==> src/hdl/msem_pkg.sv <==
package msem_pkg;

    // ----------------------------------------------------------------
    // Access spaces and control profiles
    // ----------------------------------------------------------------
    typedef enum logic [1:0] {
        SP_COIL,
        SP_DISCRETE,
        SP_INPUT,
        SP_HOLDING
    } msem_space_type;

    typedef enum logic {
        PROF_FIRST,
        PROF_SECOND
    } msem_profile_type;

    // ----------------------------------------------------------------
    // Discrete input positions, first profile
    // ----------------------------------------------------------------
    localparam int P1_SWITCHED_ON_READY = 0;
    localparam int P1_RUN_READY = 1;
    localparam int P1_REFERENCE_READY = 2;
    localparam int P1_ITEM_A = 3;
    localparam int P1_COAST_STOP = 4;
    localparam int P1_QUICK_STOP = 5;
    localparam int P1_SWITCH_ON_INHIBITED = 6;
    localparam int P1_ALARM = 7;
    localparam int P1_SETPOINT_REACHED = 8;
    localparam int P1_REMOTE = 9;
    localparam int P1_LIMIT_EXCEEDED = 10;
    localparam int P1_SPARE_BASE = 11;

    // ----------------------------------------------------------------
    // Discrete input positions, second profile
    // ----------------------------------------------------------------
    localparam int P2_READY = 0;
    localparam int P2_ENABLED = 1;
    localparam int P2_RUNNING = 3;
    localparam int P2_SPEED_IS_ZERO = 4;
    localparam int P2_SETPOINT_REACHED = 7;
    localparam int P2_LIMIT = 8;
    localparam int P2_ITEM_B = 9;
    localparam int P2_KEYPAD_LOCAL = 12;
    localparam int P2_BUS_LOCAL = 13;
    localparam int P2_SECOND_EXTERNAL_ACTIVE = 14;
    localparam int P2_FAULT = 15;
    localparam int P2_ALARM = 16;
    localparam int P2_SPARE_BASE = 22;
    localparam int P2_CONTROL_REQUESTED = 26;

    // ----------------------------------------------------------------
    // Positions shared by both profiles
    // ----------------------------------------------------------------
    localparam int POS_DIGITAL_INPUT_BASE = 32;
    localparam int DIGITAL_INPUT_COUNT = 4;
    localparam int POS_DIGITAL_OUTPUT_ONE = 36;
    localparam int DIGITAL_OUTPUT_ONE_BIT = 4;
    localparam int DI_COUNT = 37;
    localparam logic [15:0] DI_LAST_ADDR = 16'h0024;

    // ----------------------------------------------------------------
    // Holding register references
    // ----------------------------------------------------------------
    localparam logic [15:0] REF_ERROR_CLEAR_REQUEST = 16'h0059;
    localparam logic [15:0] REF_FAILED_FUNCTION_CODE = 16'h005A;
    localparam logic [15:0] REF_FAILURE_REASON_CODE = 16'h005B;
    localparam logic [15:0] REF_LAST_FAILED_ADDRESS = 16'h005C;
    localparam logic [15:0] REF_LAST_GOOD_WRITE_ADDRESS = 16'h005D;
    localparam logic [15:0] REF_LAST_GOOD_READ_ADDRESS = 16'h005E;
    localparam logic [15:0] CLEAR_COMMAND = 16'h0001;
    localparam logic [15:0] ERR_REG_RESET = 16'h0000;

    // ----------------------------------------------------------------
    // Exception and failure reason codes
    // ----------------------------------------------------------------
    localparam logic [7:0] EXC_NONE = 8'h00;
    localparam logic [7:0] EXC_ILLEGAL_FUNCTION = 8'h01;
    localparam logic [7:0] EXC_ILLEGAL_ADDRESS = 8'h02;
    localparam logic [7:0] EXC_DEVICE_FAILURE = 8'h04;
    localparam logic [7:0] EC_NONE = 8'h00;
    localparam logic [7:0] EC_LIMIT_EXCEEDED = 8'h02;
    localparam logic [7:0] EC_BAD_INDEX = 8'h03;
    localparam logic [7:0] EC_BAD_DATA_TYPE = 8'h05;
    localparam logic [7:0] EC_GENERAL = 8'h65;

    // ----------------------------------------------------------------
    // Carriers
    // ----------------------------------------------------------------
    typedef struct packed {
        logic switched_on_ready;
        logic run_ready;
        logic reference_ready;
        logic item_a;
        logic coast_stop_status;
        logic quick_stop_status;
        logic switch_on_inhibited;
        logic alarm;
        logic setpoint_reached;
        logic remote;
        logic limit_exceeded;
        logic [3:0] spare_status;
        logic ready;
        logic enabled;
        logic running;
        logic speed_is_zero;
        logic limit;
        logic item_b;
        logic keypad_local;
        logic bus_local;
        logic second_external_active;
        logic fault;
        logic control_requested;
    } msem_status_type;

    typedef struct packed {
        logic valid;
        logic write;
        msem_space_type space;
        logic [15:0] addr;
        logic [15:0] wdata;
        logic [7:0] func;
    } msem_access_type;

    typedef struct packed {
        logic valid;
        logic ok;
        logic write;
        logic [15:0] addr;
        logic [7:0] func;
        logic [7:0] exc;
        logic [7:0] err_code;
    } msem_result_type;

endpackage

==> src/hdl/msem_di_image.sv <==
module msem_di_image import msem_pkg::*; #(
    parameter int N = DI_COUNT
) (
    // Selection and sources
    input wire msem_profile_type profile_i,
    input wire msem_status_type status_i,
    input wire logic [15:0] di_delayed_word_i,
    input wire logic [15:0] do_delayed_word_i,
    // Discrete input image
    output logic [N-1:0] image_o
);

    // ----------------------------------------------------------------
    // Elaboration check
    // ----------------------------------------------------------------
    if (N < DI_COUNT) begin : g_size_check
        $error("msem_di_image: N too small for the discrete input map");
    end

    // ----------------------------------------------------------------
    // Position map; unassigned positions stay zero
    // ----------------------------------------------------------------
    always_comb begin
        image_o = '0;
        if (profile_i == PROF_FIRST) begin
            image_o[P1_SWITCHED_ON_READY] = status_i.switched_on_ready;
            image_o[P1_RUN_READY] = status_i.run_ready;
            image_o[P1_REFERENCE_READY] = status_i.reference_ready;
            image_o[P1_ITEM_A] = status_i.item_a;
            image_o[P1_COAST_STOP] = status_i.coast_stop_status;
            image_o[P1_QUICK_STOP] = status_i.quick_stop_status;
            image_o[P1_SWITCH_ON_INHIBITED] = status_i.switch_on_inhibited;
            image_o[P1_ALARM] = status_i.alarm;
            image_o[P1_SETPOINT_REACHED] = status_i.setpoint_reached;
            image_o[P1_REMOTE] = status_i.remote;
            image_o[P1_LIMIT_EXCEEDED] = status_i.limit_exceeded;
            image_o[P1_SPARE_BASE +: 4] = status_i.spare_status;
        end else begin
            image_o[P2_READY] = status_i.ready;
            image_o[P2_ENABLED] = status_i.enabled;
            image_o[P2_RUNNING] = status_i.running;
            image_o[P2_SPEED_IS_ZERO] = status_i.speed_is_zero;
            image_o[P2_SETPOINT_REACHED] = status_i.setpoint_reached;
            image_o[P2_LIMIT] = status_i.limit;
            image_o[P2_ITEM_B] = status_i.item_b;
            image_o[P2_KEYPAD_LOCAL] = status_i.keypad_local;
            image_o[P2_BUS_LOCAL] = status_i.bus_local;
            image_o[P2_SECOND_EXTERNAL_ACTIVE] = status_i.second_external_active;
            image_o[P2_FAULT] = status_i.fault;
            image_o[P2_ALARM] = status_i.alarm;
            image_o[P2_SPARE_BASE +: 4] = status_i.spare_status;
            image_o[P2_CONTROL_REQUESTED] = status_i.control_requested;
        end
        // Shared tail of the map, same in both profiles
        image_o[POS_DIGITAL_INPUT_BASE +: DIGITAL_INPUT_COUNT] =
            di_delayed_word_i[DIGITAL_INPUT_COUNT-1:0];
        image_o[POS_DIGITAL_OUTPUT_ONE] = do_delayed_word_i[DIGITAL_OUTPUT_ONE_BIT];
    end

endmodule

==> src/hdl/msem_top.sv <==
// How it works
// - Discrete inputs are single read-only bits; client writes never change them.
// - Drive status word bits are presented in the discrete input space.
// - Reference numbers equal the address carried in the request.
// - First profile maps eleven status bits to 0..10, spare bits to 11..14.
// - Second profile maps its status bits to listed positions up to 26.
// - Positions 32..35 show delayed digital inputs one to four, word bits 0..3.
// - Position 36 shows delayed digital output one, output word bit 4.
// - Error registers describe the latest query; success clears references 90..92.
// - Writing 1 at reference 89 clears error registers; writing 0 is recorded as a successful write to 89.
// - Reference 90 holds the function code of the failed query.
// - Reference 91 loads only when a query ends with exception 04h.
// - Reason codes are 00h, 02h, 03h, 05h and 65h.
// - Reference 92 holds the last address whose read or write failed.
// - Reference 93 holds the last address written successfully.
// - Reference 94 holds the last address read successfully.
// - Unrecoverable errors during an action answer with exception 04h.
module msem_top import msem_pkg::*; #(
    parameter int N_DI = DI_COUNT
) (
    // Clock and reset
    input wire logic sys_clk_i,
    input wire logic reset_i,
    // Drive state sources
    input wire msem_profile_type profile_i,
    input wire msem_status_type status_i,
    input wire logic [15:0] di_delayed_word_i,
    input wire logic [15:0] do_delayed_word_i,
    // Access from the transport for spaces held here
    input wire msem_access_type access_i,
    // Outcome of queries handled elsewhere in the server
    input wire msem_result_type result_i,
    // Answer to an access
    output logic rsp_valid_o,
    output logic [15:0] rsp_data_o,
    output logic [7:0] rsp_exc_o
);

    // ----------------------------------------------------------------
    // Elaboration check
    // ----------------------------------------------------------------
    if (N_DI != DI_COUNT) begin : g_size_check
        $error("msem_top: N_DI must match the discrete input map");
    end

    // ----------------------------------------------------------------
    // Declarations
    // ----------------------------------------------------------------
    logic [N_DI-1:0] di_image;
    logic rsp_valid_reg;
    logic rsp_valid_next;
    logic [15:0] rsp_data_reg;
    logic [15:0] rsp_data_next;
    logic [7:0] rsp_exc_reg;
    logic [7:0] rsp_exc_next;
    msem_result_type own_res;
    msem_result_type sel_res;
    logic clear_hit;
    logic [15:0] failed_function_code_reg;
    logic [15:0] failed_function_code_next;
    logic [15:0] failure_reason_code_reg;
    logic [15:0] failure_reason_code_next;
    logic [15:0] last_failed_address_reg;
    logic [15:0] last_failed_address_next;
    logic [15:0] last_good_write_address_reg;
    logic [15:0] last_good_write_address_next;
    logic [15:0] last_good_read_address_reg;
    logic [15:0] last_good_read_address_next;

    // ----------------------------------------------------------------
    // Discrete input image
    // ----------------------------------------------------------------
    // Built combinationally so a read sees the status of its own cycle
    msem_di_image #(
        .N(N_DI)
    ) u_image (
        .profile_i(profile_i),
        .status_i(status_i),
        .di_delayed_word_i(di_delayed_word_i),
        .do_delayed_word_i(do_delayed_word_i),
        .image_o(di_image)
    );

    // ----------------------------------------------------------------
    // Access decode and answer
    // ----------------------------------------------------------------
    // The address is used as the position directly, no offset of one
    always_comb begin
        rsp_valid_next = access_i.valid;
        rsp_data_next = 16'h0000;
        rsp_exc_next = EXC_NONE;
        clear_hit = 1'b0;
        if (access_i.valid) begin
            unique case (access_i.space)
                SP_DISCRETE: begin
                    if (access_i.write) begin
                        rsp_exc_next = EXC_ILLEGAL_FUNCTION;
                    end else if (access_i.addr <= DI_LAST_ADDR) begin
                        rsp_data_next = {15'h0000, di_image[access_i.addr[5:0]]};
                    end else begin
                        rsp_exc_next = EXC_ILLEGAL_ADDRESS;
                    end
                end
                SP_HOLDING: begin
                    if (access_i.write) begin
                        if (access_i.addr == REF_ERROR_CLEAR_REQUEST) begin
                            clear_hit = (access_i.wdata == CLEAR_COMMAND);
                        end else begin
                            rsp_exc_next = EXC_ILLEGAL_ADDRESS;
                        end
                    end else begin
                        unique case (access_i.addr)
                            REF_FAILED_FUNCTION_CODE: rsp_data_next = failed_function_code_reg;
                            REF_FAILURE_REASON_CODE: rsp_data_next = failure_reason_code_reg;
                            REF_LAST_FAILED_ADDRESS: rsp_data_next = last_failed_address_reg;
                            REF_LAST_GOOD_WRITE_ADDRESS: begin
                                rsp_data_next = last_good_write_address_reg;
                            end
                            REF_LAST_GOOD_READ_ADDRESS: begin
                                rsp_data_next = last_good_read_address_reg;
                            end
                            default: rsp_exc_next = EXC_ILLEGAL_ADDRESS;
                        endcase
                    end
                end
                default: rsp_exc_next = EXC_ILLEGAL_ADDRESS;
            endcase
        end
    end

    always_ff @(posedge sys_clk_i) begin
        if (reset_i) begin
            rsp_valid_reg <= 1'b0;
            rsp_data_reg <= 16'h0000;
            rsp_exc_reg <= EXC_NONE;
        end else begin
            rsp_valid_reg <= rsp_valid_next;
            rsp_data_reg <= rsp_data_next;
            rsp_exc_reg <= rsp_exc_next;
        end
    end

    assign rsp_valid_o = rsp_valid_reg;
    assign rsp_data_o = rsp_data_reg;
    assign rsp_exc_o = rsp_exc_reg;

    // ----------------------------------------------------------------
    // Query outcome selection
    // ----------------------------------------------------------------
    // Only one outcome is recorded per cycle; the report on result_i wins
    // because it describes a query the client issued more recently
    always_comb begin
        own_res.valid = access_i.valid;
        own_res.ok = (rsp_exc_next == EXC_NONE);
        own_res.write = access_i.write;
        own_res.addr = access_i.addr;
        own_res.func = access_i.func;
        own_res.exc = rsp_exc_next;
        own_res.err_code = EC_NONE;
        sel_res = result_i.valid ? result_i : own_res;
    end

    // ----------------------------------------------------------------
    // Error registers
    // ----------------------------------------------------------------
    always_comb begin
        failed_function_code_next = failed_function_code_reg;
        failure_reason_code_next = failure_reason_code_reg;
        last_failed_address_next = last_failed_address_reg;
        last_good_write_address_next = last_good_write_address_reg;
        last_good_read_address_next = last_good_read_address_reg;
        if (sel_res.valid) begin
            if (sel_res.ok) begin
                failed_function_code_next = ERR_REG_RESET;
                failure_reason_code_next = ERR_REG_RESET;
                last_failed_address_next = ERR_REG_RESET;
                if (sel_res.write) begin
                    last_good_write_address_next = sel_res.addr;
                end else begin
                    last_good_read_address_next = sel_res.addr;
                end
            end else begin
                failed_function_code_next = {8'h00, sel_res.func};
                last_failed_address_next = sel_res.addr;
                if (sel_res.exc == EXC_DEVICE_FAILURE) begin
                    failure_reason_code_next = {8'h00, sel_res.err_code};
                end
            end
        end
        // The clear request overrides whatever outcome lands alongside it
        if (clear_hit) begin
            failed_function_code_next = ERR_REG_RESET;
            failure_reason_code_next = ERR_REG_RESET;
            last_failed_address_next = ERR_REG_RESET;
            last_good_write_address_next = ERR_REG_RESET;
            last_good_read_address_next = ERR_REG_RESET;
        end
    end

    always_ff @(posedge sys_clk_i) begin
        if (reset_i) begin
            failed_function_code_reg <= ERR_REG_RESET;
            failure_reason_code_reg <= ERR_REG_RESET;
            last_failed_address_reg <= ERR_REG_RESET;
            last_good_write_address_reg <= ERR_REG_RESET;
            last_good_read_address_reg <= ERR_REG_RESET;
        end else begin
            failed_function_code_reg <= failed_function_code_next;
            failure_reason_code_reg <= failure_reason_code_next;
            last_failed_address_reg <= last_failed_address_next;
            last_good_write_address_reg <= last_good_write_address_next;
            last_good_read_address_reg <= last_good_read_address_next;
        end
    end
endmodule

==> config.mk <==
export PLATFORM = sky130hd
export DESIGN_NAME = msem_top
export DESIGN_NICKNAME = d
export VERILOG_FILES = /design/src/hdl/msem_pkg.sv /design/src/hdl/msem_di_image.sv /design/src/hdl/msem_top.sv
export SDC_FILE = /design/constraint.sdc
export NUM_CORES = 1
export LEC_CHECK = 0
export BUFFER_PORTS_ARGS = -buffer_cell sky130_fd_sc_hd__buf_4
export CAP_MARGIN = 0
export CORE_MARGIN = 5
export CORE_UTILIZATION = 36
export DETAILED_ROUTE_END_ITERATION = 8
export PLACE_DENSITY = 0.62
export SYNTH_ARGS = -nofsm -noshare
export SYNTH_HDL_FRONTEND = slang
export SYNTH_SLANG_ARGS = --single-unit
==> constraint.sdc <==
create_clock -name sys_clk_i -period 3.25 [get_ports sys_clk_i]
set_input_delay 0.65 -clock sys_clk_i [delete_from_list [all_inputs] [get_ports sys_clk_i]]
set_output_delay 0.65 -clock sys_clk_i [all_outputs]
set_load 0.005 [all_outputs]
Word level (Yosys, flattened, before mapping). Index checks and enable logic that the tools add are counted.

Register bits after elaboration: 105. Input port bits: 148. Output and inout port bits: 25. Logic and storage cells: 62.

Order comparisons: 2. Equal/unequal tests: 10. Mux-type cells: 32. Bitwise logic cells: 2. Reduce and logical (&&, ||, !) cells: 8.

Operators by type and width (count): 16-bit by 7-bit == test with 1-bit output (second input constant) (6); 16-bit case mux with 5 select lines (1); 16-bit two-way mux (4); 43-bit two-way mux (1); 16-bit case mux with 2 select lines (1); 8-bit two-way mux (3); 2-bit two-way mux (9); 16-bit by 1-bit == test with 1-bit output (second input constant) (1); 16-bit by 6-bit less-or-equal comparator with 1-bit output (second input constant) (1); 8-bit case mux with 2 select lines (1); 8-bit by 3-bit == test with 1-bit output (second input constant) (1); 8-bit zero test (1); 1-bit two-way mux (8); 6-bit by 7-bit less-than comparator with 1-bit output (second input constant) (1); 1-bit binary-select mux with 6-bit select (1); 3-bit two-way mux (2); 3-bit AND reduction (2); 5-bit two-way mux (1); 5-bit OR reduction (1); 2-bit OR reduction (2); 2-bit by 1-bit == test with 1-bit output (second input constant) (1); 2-bit == test (second input constant) (1); 1-bit NOT (2); 2-bit AND reduction (1); 2-bit nonzero test (1).

Depth between registers and ports, before layout. Gate-level depths: netlist of run 1.

Word-level depth: 11. Depth in mapped cells: 9. Gate-level depth less buffers: 5.

By module. A second synthesis of run 1 with hierarchy kept.

Cells, all modules: 457. Area total of the unflattened synthesis: 4214.0 um2.

Modules (own cells, without submodules): msem_top (instances 1, cells an instance 417, area each 3863.7 um2, sequential area each 1661.6 um2); msem_di_image (instances 1, cells an instance 40, area each 350.3 um2, sequential area each 0.0 um2).

Worst setup path after synthesis of run 1. No wires, ideal clock.

Path type: input port to flip-flop. Start: in access_i[32] (netlist name). End: reg last_good_write_address_reg[10]. Library setup time: 0.072 ns. Arrival time: 2.389 ns. Required time: 3.178 ns. Path slack: 0.789 ns. Stages on the path: 6. Buffers on the path: 1. Cells stage by stage: or4_4 > nor4_4 > a32oi_2 > a21oi_2 > buf_4 > mux2i_1.

Longest elaborated chain between the ends: 9. Elaborated cells on any way between the ends: 23. Those cells by class: order compare: 1; eq/ne: 6; mux: 12; reduce/logical: 4.

Ends and longest elaborated chain: start, declared (line msem_top.sv:30) `input wire msem_access_type access_i,`; parallel branches: the longest is 9 deep, another holds 16-bit by 6-bit less-or-equal comparator with 1-bit output; end signal, assigned (line msem_top.sv:211) `last_good_write_address_reg <= last_good_write_address_next;`; end, declared (line msem_top.sv:65) `logic [15:0] last_good_write_address_reg;`.

Parallel ways; which one is timed is not known. A chain may end at the register's enable or synchronous reset.

Worst setup path after layout of run 1.
Start: in access_i[34] (netlist name). End: reg rsp_data_reg[7], in the netlist rsp_data_o[7].

Longest elaborated chain between the ends: 4. Elaborated cells on any way between the ends: 8. Those cells by class: eq/ne: 5; mux: 3.

Ends and longest elaborated chain: 16-bit by 7-bit == test with 1-bit output (line msem_top.sv:112) `unique case (access_i.addr)`; 16-bit case mux with 5 select lines (*) (line msem_top.sv:112); 16-bit two-way mux (*) (line msem_top.sv:105) `if (access_i.write) begin`; 16-bit case mux with 2 select lines (*) (line msem_top.sv:94) `unique case (access_i.space)`; end signal, assigned (line msem_top.sv:138) `rsp_data_reg <= rsp_data_next;`; end, declared (line msem_top.sv:52) `logic [15:0] rsp_data_reg;`.

Mark *: on every way between the ends. The rest lies on a longest branch, timed or not.

==> impl_metrics.tcl, run 1 <==
set metrics [dict create \
    synthArstFlopShare_pct 0 \
    place.gp.congestion 0.791 \
    fp.coreArea_sq_um 12700 \
    insertion_delay_ns 0.34 \
    ys_seq_area_share_pct 35.5 \
    routedWlPerCell_um 17.9 \
    cts_tree "done" \
    cp-endpoint "rsp_data_o[7]$_SDFF_PP0_" \
    grt_pass1_vias 4463 \
    netSwitchingFraction_pct 25.3 \
    synth_top_cells_by_area "dfxtp_1 36%, mux2i_1 9.9%, mux2_2 9.2%" \
    critical_path_class "input port to flop" \
    via_count 4333 \
    synth_top_area_cell "dfxtp_1" \
    die_w_um 124 \
    syn_inst 503 \
    place_ws_ns 0.466 \
    num-fill-cells 1221 \
    setup_viol 0 \
    synthFlopType "dfxtp_1" \
    p_switching_w 0.000636 \
    ys_ff_latch 83 \
    wl_um 14400 \
    numCtsBuffers 9 \
    cts.htree.levels 3 \
    drtAntennaViolNets 0 \
    synth_warnings 0 \
    pin_count 173 \
    crit_path_max_fanout 7 \
    netlist_area_sq_um 4670 \
    min_period_over_period_pct 75.9 \
    nNetsFinal 772 \
    synth-edff-count 0 \
    cts_root_buf "clkbuf_16" \
    grt_max_degree 52 \
    netlist.area_leader.share_pct 35.5 \
    grt_usage_pct 18.9 \
    power-per-cell-area_nw_per_um2 411 \
    skew_ns 0.00974 \
    rows 41 \
    clk_pin_slew_ns 0.06 \
    drt_iter0_drc 282 \
    p_leak_nw 2.52 \
    start_kind "input port" \
    cts_resized 0 \
    antenna_found_initial 0 \
    peakVddDrop_mv 0.218 \
    synthTopCellsByCount "83 x dfxtp_1, 50 x nand3b_1, 46 x mux2i_1, 38 x mux2_2" \
    hp-class "flop to flop" \
    numPortBuffers 139 \
    cts_buffer_depth 2 \
    crit_start "access_i[34]" \
    fmax_mhz 405 \
    fin_tns_setup_ns 0 \
    r2r-start "last_failed_address_reg[7]$_SDFFE_PP0P_" \
    diodes 0 \
    drv_slew 0 \
    critPathArrivalTime_ns 2.73 \
    grt_pass1_wl_um 22900 \
    rr_worst_depth 3 \
    rsz0062_at_grt "false" \
    yosysMostFrequentCell "dfxtp_1" \
    cts_hold_buf 0 \
    r2r_setup_slack_ns 2.05 \
    gr-total-overflow 0 \
    hold_violations 0 \
    max_slew_margin_pct 61.7 \
    drt-pass1-iter-count 5 \
    start_util_pct 36.9 \
    total_power_w 0.00252 \
    post-cts-setup-buffers 0 \
    hpwl_um 10300 \
    cap_viol_max_count 0 \
    period_needed_ns 2.47 \
    remaining_drc_errors 0 \
    worst_slack_ns 0.783 \
    tightest_slew_ns 0.572 \
    p_int_w 0.00188 \
    worst_setup_path_end_kind "flop" \
    die_h_um 124 \
    area_delta_synth_final_pct 31.0 \
    synth.distinct_cells 59 \
    p_clk_share_pct 40.3 \
    die_area_sq_um 15400 \
    seqPwrFrac_pct 43.1 \
    pwr-share-comb_pct 16.5 \
    clock_sinks 83 \
    synth.avg_cell_area_sq_um 9.29 \
    status "complete, no violations" \
    layout-drive-gt1-share_pct 35.1 \
    rr_endpoint "rsp_data_o[7]$_SDFF_PP0_" \
    via_per_inst 5.41 \
    crit_required_ns 3.51 \
]
[layout by cell type (no fill, tap or decap), drive strengths merged, types with 5 or more instances in the layout]
cell type,instances
nand2,34
a311oi,16
a22oi,8
a22o,8
mux2i,46
nand3,5
nand3b,50
inv,12
mux2,38
nor2,34
o32ai,8
a21oi,28
clkbuf,10
a222oi,7
dfxtp,83
conb,6
a211oi,9
o21ai,11
nand2b,6
nor4,5
buf,154
[critical path: stages]
cell	delay, ns
buf_4	0.11
or4_4	0.58
nor4_1	0.46
nor3b_2	0.58
a222oi_1	0.20
nor2_1	0.14
[metal layers]
layer / part of all wire, % / global-route usage [%]
met1: 44 / 24.6
met2: 49 / 32.2
met4: 0.78 / 5.20
met5: 0 / 0
met3: 6.6 / 3.36
[final cells by class]
cell class | instances | area, sq um | share of cell area [%]
multi-input cells | 365 | 2760 | 45.0
clock inverters | 6 | 65.1 | 1.06
repair buffers | 154 | 1160 | 18.9
flip-flops and latches | 83 | 1660 | 27.1
inverters | 11 | 41.3 | 0.674
well taps | 172 | 215 | 3.51
clock buffers | 10 | 229 | 3.74
[how the worst min path moves through the flow]
stage | endpoint | slack, ns | startpoint | depth (start not counted)
after CTS | failure_reason_code_reg[7]$_SDFFE_PP0P_ | 0.47 | failure_reason_code_reg[7]$_SDFFE_PP0P_ | 2
after floorplan | failure_reason_code_reg[1]$_SDFFE_PP0P_ | 0.44 | failure_reason_code_reg[1]$_SDFFE_PP0P_ | 2
after global placement | failure_reason_code_reg[7]$_SDFFE_PP0P_ | 0.45 | failure_reason_code_reg[7]$_SDFFE_PP0P_ | 2
final | failure_reason_code_reg[3]$_SDFFE_PP0P_ | 0.47 | failure_reason_code_reg[3]$_SDFFE_PP0P_ | 2
after detailed placement | failure_reason_code_reg[2]$_SDFFE_PP0P_ | 0.46 | failure_reason_code_reg[2]$_SDFFE_PP0P_ | 2
after global routing | failure_reason_code_reg[3]$_SDFFE_PP0P_ | 0.49 | failure_reason_code_reg[3]$_SDFFE_PP0P_ | 2
[logic make-up (layout without fill, tap and decap cells)]
group | after synthesis | count (layout) | synth area share [%]
AND/OR/NAND/NOR | 161 | 161 | 20.6
AO/OA/AOI/OAI | 112 | 112 | 17.8
multiplexers | 86 | 86 | 20.0
flip-flops | 83 | 83 | 35.5
buffers and inverters | 60 | 181 | 5.97
other | 1 | 6 | 0.0802
[metrics by stage]
step	hold WS [ns]	instances	instance area, sq um	util (%)
after floorplan	0.442	508	4690	-
after global placement	0.452	785	5830	46.0
after detailed placement	0.458	785	5830	46.0
after CTS	0.469	801	6120	48.3
after global routing	0.489	801	6120	48.3
final	0.467	801	6120	48.3
[power by group through the flow]
stage                     combinational, W  sequential [W]  clock, W
after CTS                         0.000417         0.00108   0.00103
after global placement            0.000406         0.00111         0
after global routing              0.000455         0.00109   0.00106
final                             0.000416         0.00109   0.00101
after detailed placement          0.000415         0.00111         0
after floorplan                   0.000240         0.00110         0
Note: power is estimated with default switching activity, not from simulation.
==> run 2: changes to the inputs <==
- PLACE_DENSITY: 0.62 -> 0.65
- clock period: 3.25 -> 2.2 ns (I/O delays scaled with it)
==> run 2 against run 1 <==
  * Clock power up 54%
  * Largest cell class unchanged
  * Final cell count up 2.1%
  * Worst hold slack worse by 0.13 ns
  * Global-route usage up 0.27 points
  * Count of clock-buffer cells in the layout unchanged
  * Critical path depth up 2
  * Via count up 3.5%
  * Critical endpoint is now last_good_read_address_reg[5]$_SDFFE_PP0P_
  * Sequential share of layout area down 0.99 points
  * Combinational power up 56%
  * Sequential cell count unchanged
==> impl_metrics.tcl, run 2 (synthesis results as in run 1) <==
set metrics [dict create \
    insertion_delay_ns 0.34 \
    seqPwrFrac_pct 42.1 \
    regArea_sq_um 1660 \
    p_clk_share_pct 40.8 \
    critical_path_class "input port to flop" \
    place.gp.congestion 0.852 \
    gr-total-overflow 0 \
    cts_buffer_depth 2 \
    crit_required_ns 2.41 \
    pin_count 173 \
    multi_input_area_sq_um 2760 \
    start_kind "input port" \
    hpwl_um 10900 \
    rsz0062_at_grt "false" \
    wl_met1_um 6160 \
    critical_path.cell_chain "buf_4 -> or4_4 -> nor3_1 -> buf_4 -> nand4_1 -> buf_4 -> nand3b_1 -> mux2i_1" \
    p_leak_nw 2.64 \
    area_delta_synth_final_pct 35.9 \
    num-fill-cells 1192 \
    cts.htree.levels 3 \
    maxUsedRoutingLayer "met4" \
    drtAntennaViolNets 0 \
    fin_area_sq_um 6350 \
    die_h_um 124 \
    peakVddDrop_mv 0.391 \
    rows 41 \
    hp-class "input port to flop" \
    antenna_found_initial 0 \
    mostFrequentLayoutCell "buf_4" \
    cts_tree "done" \
    cap_viol_max_count 0 \
    cp_common_cell "buf_4" \
    hold_violations 0 \
    diodes 0 \
    cts_resized 0 \
    setup_viol 0 \
    netSwitchingFraction_pct 25.4 \
    dpl-instance-area_sq_um 6040 \
    drt_iter0_drc 285 \
    cts_root_buf "clkbuf_16" \
    routedWlPerCell_um 18.1 \
    slowest_stage "or4_4" \
    period_needed_ns 2.11 \
    timing.hold.ws_ns 0.340 \
    status "complete, no violations" \
    nNetsFinal 789 \
    clock_sinks 83 \
    drt-pass1-iter-count 4 \
    pwr-share-comb_pct 17.0 \
    cts_hold_buf 0 \
    remaining_drc_errors 0 \
    power-per-cell-area_nw_per_um2 599 \
    grt_pass1_wl_um 23000 \
    via_per_inst 5.48 \
    grt_max_degree 52 \
    met2WireLength_um 7640 \
    die_w_um 124 \
    numPortBuffers 139 \
    fmax_mhz 474 \
    r2r_setup_slack_ns 0.99 \
    wl_um 14800 \
    min_period_over_period_pct 95.8 \
    skew_ns 0.00685 \
    crit_path_max_fanout 39 \
    wl_met3_um 707 \
    critPathArrivalTime_ns 2.32 \
    worst_setup_path_end_kind "flop" \
    p_switching_w 0.000966 \
    fp.coreArea_sq_um 12700 \
    p_int_w 0.00284 \
    grt_pass1_vias 4622 \
    layout-drive-gt1-share_pct 37.0 \
    final_cell_mix "164 x buf_4, 83 x dfxtp_1, 50 x nand3b_1" \
    die_area_sq_um 15400 \
    via_count 4483 \
    grt_usage_pct 19.1 \
    post-cts-setup-buffers 0 \
    max_stage_delay_ns 0.58 \
    drv_slew 0 \
    clk_pin_slew_ns 0.06 \
    start_util_pct 36.9 \
    numCtsBuffers 9 \
]
[run 2: cell types whose count changed in the layout (fill, tap and decap cells not counted), sizes merged]
cell	before	now
clkinvlp	1	2
clkinv	3	1
buf	154	171
inv	12	13
[run 2: final timing paths]
kind,cells after the start,to,start
setup / recovery,8,last_good_read_address_reg[5]$_SDFFE_PP0P_,access_i[34]
hold / removal,3,failure_reason_code_reg[2]$_SDFFE_PP0P_,result_i[2]
setup reg to reg,3,rsp_data_o[7]$_SDFF_PP0_,last_failed_address_reg[7]$_SDFFE_PP0P_
hold reg to reg,2,failure_reason_code_reg[7]$_SDFFE_PP0P_,failure_reason_code_reg[7]$_SDFFE_PP0P_
[run 2: power groups by stage]
stage,Clock (W),Combinational [W],Sequential [W]
after floorplan,0,0.000357,0.00162
after global placement,0,0.000630,0.00163
after detailed placement,0,0.000646,0.00164
after CTS,0.00157,0.000650,0.00160
after global routing,0.00164,0.000702,0.00161
final,0.00156,0.000648,0.00160
[run 2: final cells by class]
class	instances	share of cell area, %
Timing Repair Buffer	171	21.6
Inverter	11	0.650
Multi-Input combinational cell	365	43.4
Tap cell	172	3.39
Sequential cell	83	26.1
Clock inverter	6	1.12
Clock buffer	10	3.76
[run 2: per-stage QoR]
step	setup WS [ns]	util (%)	std cells	setup TNS [ns]	power [W]
after global routing	0.0117	50.2	818	0	0.00395
after CTS	0.108	50.2	818	0	0.00382
after floorplan	-0.00337	-	508	-0.0337	0.00198
after global placement	-0.203	47.7	802	-11.24	0.00226
after detailed placement	-0.240	47.7	802	-11.16	0.00228
final	0.0925	50.2	818	0	0.00381
[run 2: routing by layer]
layer,up-vias,track usage (%)
met5,-,0
met4,0,6.50
met3,18,2.36
met2,149,34.5
met1,2160,23.5
li1,2156,-
[run 2: worst max-delay path, delay by kind of cell]
family                 cells  cell delay (ns)
buffers and inverters      3             0.61
multiplexers               1             0.10
AND/OR/NAND/NOR            4             1.15
